**src/lbte_pkg.sv**
```systemverilog
// Package for the loopback and transmit emphasis control block.
// Assumes an 8-bit register space reached through the chip's serial register interface.
package lbte_pkg;

	localparam int ADDR_W = 8;
	localparam int DATA_W = 8;
	localparam int PORTS  = 2;
	localparam int LANES  = 4;

	localparam logic [7:0] LOOPBACK_CONTROL_ADDR = 8'h02;
	localparam logic [7:0] OUT_CFG_A_ADDR        = 8'hC0;
	localparam logic [7:0] OUT_LEVEL1_A_ADDR     = 8'hC1;
	localparam logic [7:0] OUT_LEVEL0_A_ADDR     = 8'hC2;
	localparam logic [7:0] PORT_STRIDE           = 8'h20;

	localparam logic [7:0] LOOPBACK_CONTROL_RESET = 8'h00;
	localparam logic [7:0] OUT_CFG_RESET          = 8'h20;
	localparam logic [7:0] OUT_LEVEL1_RESET       = 8'h40;
	localparam logic [7:0] OUT_LEVEL0_RESET       = 8'h40;

	localparam logic [7:0] LOOPBACK_CONTROL_MASK = 8'h03;
	localparam logic [7:0] OUT_CFG_MASK          = 8'h37;
	localparam logic [7:0] OUT_LEVEL1_MASK       = 8'hFF;
	localparam logic [7:0] OUT_LEVEL0_MASK       = 8'h7F;

	localparam int CABLE_SIDE_LOOP_BIT  = 0;
	localparam int BOARD_SIDE_LOOP_BIT  = 1;
	localparam int EMPH_FIELD_LSB       = 0;
	localparam int EMPH_FIELD_W         = 3;
	localparam int DATA_RATE_BIT        = 4;
	localparam int OUT_ENABLE_BIT       = 5;
	localparam int EMPH_SOURCE_BIT      = 7;
	localparam int LEVEL_W              = 7;
	localparam int SERIAL_MODE_BIT      = 1;
	localparam int SYNC_STAGES          = 2;

	localparam logic [7:0] READ_UNMAPPED = 8'h00;

endpackage

```
**src/lbte_ctrl.sv**
```systemverilog
// Loopback selection and transmit emphasis control of a quad bidirectional equalizer.
// Assumes a serial register interface decoder supplies single-cycle write and read strobes
// on clk, and that the control mode comes from logic on the same clock.
`timescale 1ns/1ps
module lbte_ctrl
	import lbte_pkg::*;
#(
	parameter int N_LANES = lbte_pkg::LANES
) (
	input  wire logic                                        clk,
	input  wire logic                                        reset,
	input  wire logic [lbte_pkg::ADDR_W-1:0]                 reg_addr,
	input  wire logic [lbte_pkg::DATA_W-1:0]                 reg_wdata,
	input  wire logic                                        reg_wr_en,
	input  wire logic                                        reg_rd_en,
	output logic      [lbte_pkg::DATA_W-1:0]                 reg_rdata,
	input  wire logic [1:0]                                  control_mode,
	input  wire logic                                        loopback_toggle_pin,
	input  wire logic [1:0]                                  emphasis_toggle_pins_a,
	input  wire logic [1:0]                                  emphasis_toggle_pins_b,
	output logic                                             cable_loop_en,
	output logic                                             board_loop_en,
	output logic                                             port_a_through_en,
	output logic                                             port_b_through_en,
	output logic                                             port_a_out_from_b,
	output logic                                             port_b_out_from_a,
	output logic [lbte_pkg::PORTS-1:0][N_LANES-1:0]          lane_out_enable,
	output logic [lbte_pkg::PORTS-1:0][N_LANES-1:0]          lane_rate_high,
	output logic [lbte_pkg::PORTS-1:0][N_LANES-1:0]          lane_direct_level,
	output logic [lbte_pkg::PORTS-1:0][N_LANES-1:0][2:0]     lane_emph_setting,
	output logic [lbte_pkg::PORTS-1:0][N_LANES-1:0][6:0]     lane_level1,
	output logic [lbte_pkg::PORTS-1:0][N_LANES-1:0][6:0]     lane_level0
);
	import lbte_pkg::*;

	typedef enum logic [1:0] {
		LBTE_SEL_NONE = 2'h0,
		LBTE_SEL_CFG  = 2'h1,
		LBTE_SEL_LV1  = 2'h2,
		LBTE_SEL_LV0  = 2'h3
	} lbte_sel_t;

	logic [7:0]             loopback_control_reg;
	logic [PORTS-1:0][7:0]  out_cfg_reg;
	logic [PORTS-1:0][7:0]  out_level1_reg;
	logic [PORTS-1:0][7:0]  out_level0_reg;
	logic [PORTS-1:0]       emph_written_reg;
	logic                   loop_pin_sync;
	logic [3:0]             emph_pins_sync;
	logic [PORTS-1:0][1:0]  emph_pins;
	logic                   cable_next;
	logic                   board_next;
	lbte_sel_t              acc_sel;
	logic                   acc_port;
	logic [7:0]             rdata_next;

	// Output port block of an address, and which register inside it
	function automatic lbte_sel_t out_reg_sel(input logic [7:0] addr);
		lbte_sel_t sel;
		sel = LBTE_SEL_NONE;
		for (int p = 0; p < PORTS; p++)
		begin
			if (addr == 8'(OUT_CFG_A_ADDR + 8'(p) * PORT_STRIDE))
				sel = LBTE_SEL_CFG;
			if (addr == 8'(OUT_LEVEL1_A_ADDR + 8'(p) * PORT_STRIDE))
				sel = LBTE_SEL_LV1;
			if (addr == 8'(OUT_LEVEL0_A_ADDR + 8'(p) * PORT_STRIDE))
				sel = LBTE_SEL_LV0;
		end
		return sel;
	endfunction

	function automatic logic out_reg_port(input logic [7:0] addr);
		return (addr & PORT_STRIDE) != 8'h00;
	endfunction

	// Pins reach only the even map settings, so their low bit is forced to zero
	function automatic logic [2:0] emph_pick(input logic written, input logic [7:0] cfg,
		input logic [1:0] pins);
		if (written)
			return cfg[EMPH_FIELD_LSB +: EMPH_FIELD_W];
		else
			return {pins, 1'b0};
	endfunction

	assign acc_sel  = out_reg_sel(reg_addr);
	assign acc_port = out_reg_port(reg_addr);

	// Pins are moved into clk before any selection logic sees them
	lbte_sync #(.WIDTH(1)) u_loop_sync (
		.clk      (clk),
		.reset    (reset),
		.async_in (loopback_toggle_pin),
		.sync_out (loop_pin_sync)
	);

	lbte_sync #(.WIDTH(4)) u_emph_sync (
		.clk      (clk),
		.reset    (reset),
		.async_in ({emphasis_toggle_pins_b, emphasis_toggle_pins_a}),
		.sync_out (emph_pins_sync)
	);

	assign emph_pins[0] = emph_pins_sync[1:0];
	assign emph_pins[1] = emph_pins_sync[3:2];

	always_ff @(posedge clk or posedge reset)
	begin
		if (reset)
			loopback_control_reg <= LOOPBACK_CONTROL_RESET;
		else if (reg_wr_en && reg_addr == LOOPBACK_CONTROL_ADDR)
			loopback_control_reg <= reg_wdata & LOOPBACK_CONTROL_MASK;
	end

	always_ff @(posedge clk or posedge reset)
	begin
		if (reset)
		begin
			for (int p = 0; p < PORTS; p++)
			begin
				out_cfg_reg[p]    <= OUT_CFG_RESET;
				out_level1_reg[p] <= OUT_LEVEL1_RESET;
				out_level0_reg[p] <= OUT_LEVEL0_RESET;
			end
		end
		else if (reg_wr_en)
		begin
			// Unsupported level codes are stored as written; the analog side defines them
			unique case (acc_sel)
				LBTE_SEL_CFG: out_cfg_reg[acc_port]    <= reg_wdata & OUT_CFG_MASK;
				LBTE_SEL_LV1: out_level1_reg[acc_port] <= reg_wdata & OUT_LEVEL1_MASK;
				LBTE_SEL_LV0: out_level0_reg[acc_port] <= reg_wdata & OUT_LEVEL0_MASK;
				LBTE_SEL_NONE: ;
			endcase
		end
	end

	// Once software writes a port's configuration its field beats the pins until reset
	always_ff @(posedge clk or posedge reset)
	begin
		if (reset)
			emph_written_reg <= '0;
		else if (reg_wr_en && acc_sel == LBTE_SEL_CFG)
			emph_written_reg[acc_port] <= 1'b1;
	end

	// Loopback decode
	always_comb
	begin
		if (control_mode[SERIAL_MODE_BIT])
		begin
			cable_next = loopback_control_reg[CABLE_SIDE_LOOP_BIT];
			board_next = loopback_control_reg[BOARD_SIDE_LOOP_BIT];
		end
		else
		begin
			cable_next = 1'b0;
			board_next = loop_pin_sync;
		end
	end

	// Loop enables are registered so the datapath muxes see one settled select per cycle
	always_ff @(posedge clk or posedge reset)
	begin
		if (reset)
		begin
			cable_loop_en <= 1'b0;
			board_loop_en <= 1'b0;
		end
		else
		begin
			cable_loop_en <= cable_next;
			board_loop_en <= board_next;
		end
	end

	// Source selects track the enables; in board loop Port B still feeds its own outputs
	always_ff @(posedge clk or posedge reset)
	begin
		if (reset)
		begin
			port_a_out_from_b <= 1'b0;
			port_b_out_from_a <= 1'b0;
		end
		else
		begin
			port_a_out_from_b <= board_next;
			port_b_out_from_a <= cable_next;
		end
	end

	// Full loopback takes both outputs, so through traffic stops on every lane
	always_ff @(posedge clk or posedge reset)
	begin
		if (reset)
		begin
			port_a_through_en <= 1'b1;
			port_b_through_en <= 1'b1;
		end
		else
		begin
			port_a_through_en <= !(cable_next && board_next);
			port_b_through_en <= !(cable_next && board_next);
		end
	end

	// Transmit settings, one port value fanned out to every lane
	always_ff @(posedge clk or posedge reset)
	begin
		if (reset)
		begin
			lane_out_enable <= '0;
			lane_rate_high  <= '0;
		end
		else
		begin
			for (int p = 0; p < PORTS; p++)
			begin
				for (int l = 0; l < N_LANES; l++)
				begin
					lane_out_enable[p][l] <= out_cfg_reg[p][OUT_ENABLE_BIT];
					lane_rate_high[p][l]  <= out_cfg_reg[p][DATA_RATE_BIT];
				end
			end
		end
	end

	// Direct level values pass on even while the map is in use; the analog side picks
	always_ff @(posedge clk or posedge reset)
	begin
		if (reset)
		begin
			lane_direct_level <= '0;
			lane_level1       <= '0;
			lane_level0       <= '0;
		end
		else
		begin
			for (int p = 0; p < PORTS; p++)
			begin
				for (int l = 0; l < N_LANES; l++)
				begin
					lane_direct_level[p][l] <= out_level1_reg[p][EMPH_SOURCE_BIT];
					lane_level1[p][l]       <= out_level1_reg[p][LEVEL_W-1:0];
					lane_level0[p][l]       <= out_level0_reg[p][LEVEL_W-1:0];
				end
			end
		end
	end

	// Emphasis setting per lane, register field once written, else the pins
	always_ff @(posedge clk or posedge reset)
	begin
		if (reset)
			lane_emph_setting <= '0;
		else
		begin
			for (int p = 0; p < PORTS; p++)
			begin
				for (int l = 0; l < N_LANES; l++)
				begin
					lane_emph_setting[p][l] <= emph_pick(emph_written_reg[p], out_cfg_reg[p],
						emph_pins[p]);
				end
			end
		end
	end

	// Read path; unmapped addresses read as zero
	always_comb
	begin
		rdata_next = READ_UNMAPPED;
		if (reg_addr == LOOPBACK_CONTROL_ADDR)
			rdata_next = loopback_control_reg;
		else
		begin
			unique case (acc_sel)
				LBTE_SEL_CFG:  rdata_next = out_cfg_reg[acc_port];
				LBTE_SEL_LV1:  rdata_next = out_level1_reg[acc_port];
				LBTE_SEL_LV0:  rdata_next = out_level0_reg[acc_port];
				LBTE_SEL_NONE: rdata_next = READ_UNMAPPED;
			endcase
		end
	end

	always_ff @(posedge clk or posedge reset)
	begin
		if (reset)
			reg_rdata <= READ_UNMAPPED;
		else if (reg_rd_en)
			reg_rdata <= rdata_next;
	end
endmodule // lbte_ctrl

```
**src/lbte_sync.sv**
```systemverilog
// Two-stage synchroniser for toggle pins driven by board logic.
// Assumes the inputs are quasi-static levels; no glitch filtering is done.
`timescale 1ns/1ps
module lbte_sync #(
	parameter int WIDTH = 1
) (
	input  wire logic             clk,
	input  wire logic             reset,
	input  wire logic [WIDTH-1:0] async_in,
	output logic      [WIDTH-1:0] sync_out
);
	logic [WIDTH-1:0] meta_reg;

	// The first stage feeds only the second stage
	always_ff @(posedge clk or posedge reset)
	begin
		if (reset)
		begin
			meta_reg <= '0;
			sync_out <= '0;
		end
		else
		begin
			meta_reg <= async_in;
			sync_out <= meta_reg;
		end
	end
endmodule // lbte_sync

```
**config.mk**
```make
export PLATFORM = sky130hd
export DESIGN_NAME = lbte_ctrl
export DESIGN_NICKNAME = d
export VERILOG_FILES = /design/src/lbte_pkg.sv /design/src/lbte_ctrl.sv /design/src/lbte_sync.sv
export SDC_FILE = /design/constraint.sdc
export NUM_CORES = 1
export LEC_CHECK = 0
export ABC_AREA = 1
export BUFFER_PORTS_ARGS = -buffer_cell sky130_fd_sc_hd__buf_2
export CAP_MARGIN = 0
export CORE_ASPECT_RATIO = 0.75
export CORE_MARGIN = 2
export CORE_UTILIZATION = 44
export DETAILED_ROUTE_END_ITERATION = 12
export PLACE_DENSITY_LB_ADDON = 0.25
export SYNTH_ARGS = -nofsm -noshare
export SYNTH_HDL_FRONTEND = slang
export SYNTH_SLANG_ARGS = --single-unit
```
**constraint.sdc**
```tcl
create_clock -name clk -period 10.45 [get_ports clk]
set_input_delay 3.135 -clock clk [delete_from_list [all_inputs] [get_ports clk]]
set_output_delay 3.135 -clock clk [all_outputs]
set_load 0.05 [all_outputs]
```
Yosys cells after proc, flatten, opt, wreduce, memory -nomap -nowiden. Index checks and enable logic that the tools add are counted.

Logic and storage cells: 75. Output and inout port bits: 174. Register bits after elaboration: 113.

Equality and inequality tests: 10. Bitwise gates (word level): 1. Reduce and logical (&&, ||, !) cells: 9. Multiplexer cells: 25. Magnitude comparators: 2.

Operators by type and width (count): two-way mux 8 bit (8); bitwise mux 16 bit (3); equality test 8 bit (second input constant) (6); case mux 8 bit (4 select lines) (1); two-way mux 2 bit (5); demux 8 bit (select 1 bit) (1); equality test 8 x 2 -> 1 bit (second input constant) (1); two-way mux 3 bit (2); AND reduction 2 bit (3); equality test 2 bit (second input constant) (2); logical AND 1 bit (4); two-way mux 1 bit (4); equality test 2 x 1 -> 1 bit (second input constant) (1); logical NOT 2 bit (1); less-than comparator 1 x 2 -> 1 bit (second input constant) (1); bitwise OR 2 bit (1); demux 1 bit (select 1 bit) (1); greater-or-equal comparator 1 bit (second input constant) (1); logical NOT 1 bit (1).

Depth between registers and ports, before layout.
Word-level depth: 10. Depth in mapped cells: 13. Gate-level depth less buffers: 12.

By module. From an unflattened synthesis, not the netlist that was laid out.

Cell total of the unflattened synthesis: 505. Area total of the unflattened synthesis: 4838.4 µm².

By module, submodules not included: lbte_ctrl (instances 1, area each 4580.6 µm², cells each 493); lbte_sync (u_emph_sync) (instances 1, area each 203.9 µm², cells each 9); lbte_sync (u_loop_sync) (instances 1, area each 53.8 µm², cells each 3).

Worst setup path after synthesis. No wires, ideal clock.

Path type: input to register. From: input port reg_addr[0] in the netlist's numbering. To: register out_level0_reg[3] in the netlist's numbering. Stages: 11. Arrival: 4.165 ns. Slack: 6.164 ns. Path through: inv_1 -> nand2_1 -> nor2_2 -> nand2_1 -> nand3_4 -> nand2_2 -> inv_4 -> nand2_4 -> nor2_8 -> buf_6 -> o21ai_1.

Cells in the longest elaborated chain, start to end: 9. Elaborated cells between the ends (all ways): 14.

RTL lines: start: declaration (line lbte_ctrl.sv:12) `input wire logic [lbte_pkg::ADDR_W-1:0] reg_addr,`; equality test 8 bit (line lbte_ctrl.sv:63) `if (addr == 8'(OUT_CFG_A_ADDR + 8'(p) * PORT_STRIDE))`; two-way mux 1 bit (line lbte_ctrl.sv:63); two-way mux 2 bit (line lbte_ctrl.sv:65) `if (addr == 8'(OUT_LEVEL1_A_ADDR + 8'(p) * PORT_STRIDE))`; two-way mux 2 bit (line lbte_ctrl.sv:67) `if (addr == 8'(OUT_LEVEL0_A_ADDR + 8'(p) * PORT_STRIDE))`; two-way mux 2 bit (line lbte_ctrl.sv:63); two-way mux 2 bit (line lbte_ctrl.sv:65); two-way mux 2 bit (*) (line lbte_ctrl.sv:67); equality test 2 bit (*) (line lbte_ctrl.sv:129) `unique case (acc_sel)`; AND reduction 2 bit (no line) (*); end signal: indexed assignment (line lbte_ctrl.sv:132) `LBTE_SEL_LV0: out_level0_reg[acc_port] <= reg_wdata & OUT_LEVEL0_MASK;`; end: declaration (line lbte_ctrl.sv:46) `logic [PORTS-1:0][7:0] out_level0_reg;`.

Every way passes the cells marked *; elsewhere a longest branch is shown, timed or not. A chain may end at the register's enable or synchronous reset.

Worst setup path in the final report.
From: input port reg_addr[5] in the netlist's numbering. To: register out_level1_reg[9] in the netlist's numbering.

Cells in the longest elaborated chain, start to end: 9. Elaborated cells between the ends (all ways): 20.

RTL lines: equality test 8 bit (line lbte_ctrl.sv:63); two-way mux 1 bit (line lbte_ctrl.sv:63); two-way mux 2 bit (line lbte_ctrl.sv:65); two-way mux 2 bit (line lbte_ctrl.sv:67); two-way mux 2 bit (line lbte_ctrl.sv:63); two-way mux 2 bit (line lbte_ctrl.sv:65); two-way mux 2 bit (line lbte_ctrl.sv:67); equality test 2 bit (line lbte_ctrl.sv:129); AND reduction 2 bit (no line); end signal: indexed assignment (line lbte_ctrl.sv:131) `LBTE_SEL_LV1: out_level1_reg[acc_port] <= reg_wdata & OUT_LEVEL1_MASK;`; end: declaration (line lbte_ctrl.sv:45) `logic [PORTS-1:0][7:0] out_level1_reg;`.

Several ways; a longest one is shown, not always the timed one.

==> flow_summary_export.csv <==
group,metric,value,unit
clock_network,clk_pin_slew_worst_paths,0.07,ns
sta,worstMarginPinSlew,0.652,ns
clock_network,cts_tree,"yes",
layout,layout-drive-gt1-share,42.2,%
synth,yosysTopAreaCell,"dfrtp_1",
setup_path,crit_family,"simple AND/OR/NAND/NOR gates",
floorplan,dieArea,0.0119,sq mm
sta,finalHoldViolations,0,
power,vdd_drop_max,0.0748,mV
placement,port_buffers,199,
floorplan,core_area,0.0109,sq mm
flow_run,maxCapViolations,0,
clock_network,cts_root_buf,"clkbuf_16",
synth,async_flop_share,100,%
routing,final_antenna_net_count,0,
setup_path,worst-endpoint-required,10.67,ns
synth,syn_avg_cell_area,9.54,sq um
sta,setup_ws,5.45,ns
sta,rsz0062_at_grt,"no",
setup_path,cp_common_cell,"nand2_1",
setup_path,slowest_stage,"buf_2",
floorplan,pin_count,201,
status,status,"completed",
global_routing,grt_start_max_net_pins,54,
synth,netlist_area,0.00488,sq mm
layout,final_cell_mix,"buf_2, nand2_1, dfrtp_1",
layout,syn2layout_area_growth,10.1,%
clock_network,post-cts-setup-buffer-count,0,
global_routing,track_usage,17.1,%
clock_network,clock-sinks,105,
sta,max_freq,0.200,GHz
placement,dp_hpwl,7250,um
synth,yosysWarnings,0,
layout,nFillCells,971,
layout,regArea,0.00264,sq mm
setup_path,crit_fanout,31,
floorplan,die_width,126,um
global_routing,grt_overflow_total,0,
layout,n_antenna_cell,0,
hold_path,hp-class,"reg2reg",
layout,largest_reg_flops,16,
sta,period_minus_slack,5.00,ns
clock_network,clock_latency,0.35,ns
routing,wl,10100,um
clock_network,clock_path_buffers,2,
placement,pre_cts_ws,5.10,ns
setup_path,startpoint_type,"primary input",
sta,drv_slew,0,
sta,setup_viol,0,
setup_path,max_stage_delay,0.51,ns
sta,fin_crit_sh,47.8,%
routing,drc,0,
routing,drt-pass1-iter-count,4,
synth,synth_cells,511,
synth,synth_edf_count,0,
global_routing,antenna_found_initial,0,
routing,routed_via_density,4.55,
power,p_leak,3.15,nW
synth,syn_nets,538,
floorplan,rows,33,
global_routing,grt_pass1_vias,2968,
sta,relSlewSlack,56.5,%
setup_path,crit_arrival,5.21,ns
layout,final_common_cell,"buf_2",
sta,hold_slack,0.351,ns
synth,yosysSeqAreaShare,54.1,%
placement,gp_congestion,0.857,
clock_network,numCtsBuffers,9,
setup_path,crit_buf_inv,2,
setup_path,crit_type,"in2reg",
setup_path,crit_chain,"buf_2 -> inv_2 -> nand2_1 -> nor2_1 -> nand2_2 -> nand3_4 -> nor2_8 -> nand3_2 -> nand2_1 -> o21ai_1",
synth,synthTopCellsByArea,"dfrtp_1, buf_4, nand2_1",
setup_path,critPathCaptureType,"flop",
clock_network,ctsHoldBuffers,0,
synth,synth-seq-cells,105,
floorplan,start_util,44.9,%
floorplan,die_h,95.2,um
sta,fin_skew,0.00648,ns
global_routing,grt_pass1_wl,15600,um
power,powerDensity,177,mW/mm^2
synth,netlist.area_leader.share,50.3,%
routing,wire_per_inst,13.8,um
synth,synth_ff_type,"dfrtp_1",
routing,vias,3335,
sta,setup-tns-final,0,ns
clock_network,h-tree-depth,3,
synth,ys_types,32,
layout,fin_nets,615,
layout,multi_input_area,0.00113,sq mm
routing,drtIter0Drc,210,
clock_network,cts_resized,0,
## worst paths after layout
check / slack, ns / cells after the start / startpoint / endpoint
max in group asynchronous: 6.46 / 3 / reset / lane_emph_setting[11]$_DFF_PP0_
max reg2reg: 9.31 / 5 / out_cfg_reg[12]$_DFFE_PP0P_ / reg_rdata[4]$_DFFE_PP0P_
min reg2reg: 0.35 / 0 / u_emph_sync.meta_reg[3]$_DFF_PP0_ / u_emph_sync.sync_out[3]$_DFF_PP0_
min: 0.35 / 0 / u_emph_sync.meta_reg[3]$_DFF_PP0_ / u_emph_sync.sync_out[3]$_DFF_PP0_
min in group asynchronous: 2.88 / 2 / reset / out_level0_reg[1]$_DFFE_PP0P_
max: 5.45 / 10 / reg_addr[5] / out_level1_reg[9]$_DFFE_PP0P_
## synthesized netlist by cell type (3+ instances only)
library cell	number
or2_2	4
clkbuf_1	4
buf_4	123
o21ai_2	3
buf_2	5
nand3_2	3
nand2_2	6
dfrtp_1	98
nor2_2	3
inv_1	30
o211ai_1	4
dfstp_2	7
o21ai_1	20
nand3_1	8
o21ai_0	27
nand2_1	140
nor2_1	8
## stage by stage
step | instance area [sq um] | utilization, % | cells | total power (W)
5_1_grt | 5370 | 49.4 | 733 | 0.000985
2_1_floorplan | 4880 | - | 511 | 0.000611
4_1_cts | 5370 | 49.4 | 733 | 0.000960
3_5_place_dp | 5080 | 46.8 | 717 | 0.000626
6_report | 5370 | 49.4 | 733 | 0.000950
3_3_place_gp | 5080 | 46.8 | 717 | 0.000624
## final cells by class
class	count	share of cell area, %
clock inverters	5	1.07
repair buffers	200	18.7
clock buffers	11	4.33
inverters	34	2.47
multi-input cells	238	21.1
flip-flops and latches	105	49.1
well taps	140	3.26
## where the power goes
group | internal [W] | switching, W
clock network | 0.000186 | 0.000147
logic | 0.0000321 | 0.000147
registers | 0.000425 | 0.0000131
## cell families (layout without fill, tap and decap cells)
kind of cell / after synthesis / after routing / synth area share [%]
AND/OR/NAND/NOR: 180 / 180 / 16.5
buffers and inverters: 168 / 250 / 22.7
flip-flops: 105 / 105 / 54.1
AO/OA/AOI/OAI: 56 / 56 / 6.26
multiplexers: 2 / 2 / 0.436
## worst register-to-register path, cell delays in order, from the launching register on
cell and delay, ns:
dfrtp_1 0.41, or2_2 0.30, o211ai_1 0.13, nand3_1 0.10, nand2_1 0.06, nand2_1 0.04
## per-layer routing
metal	global-route usage (%)	vias to the layer above	part of all wire, %
met5	0	-	0
met3	4.32	14	7.4
met2	26.0	146	45
met1	23.5	1555	46
li1	-	1620	-
met4	6.85	0	1.9
No activity file was read; power rests on OpenSTA's default activity.
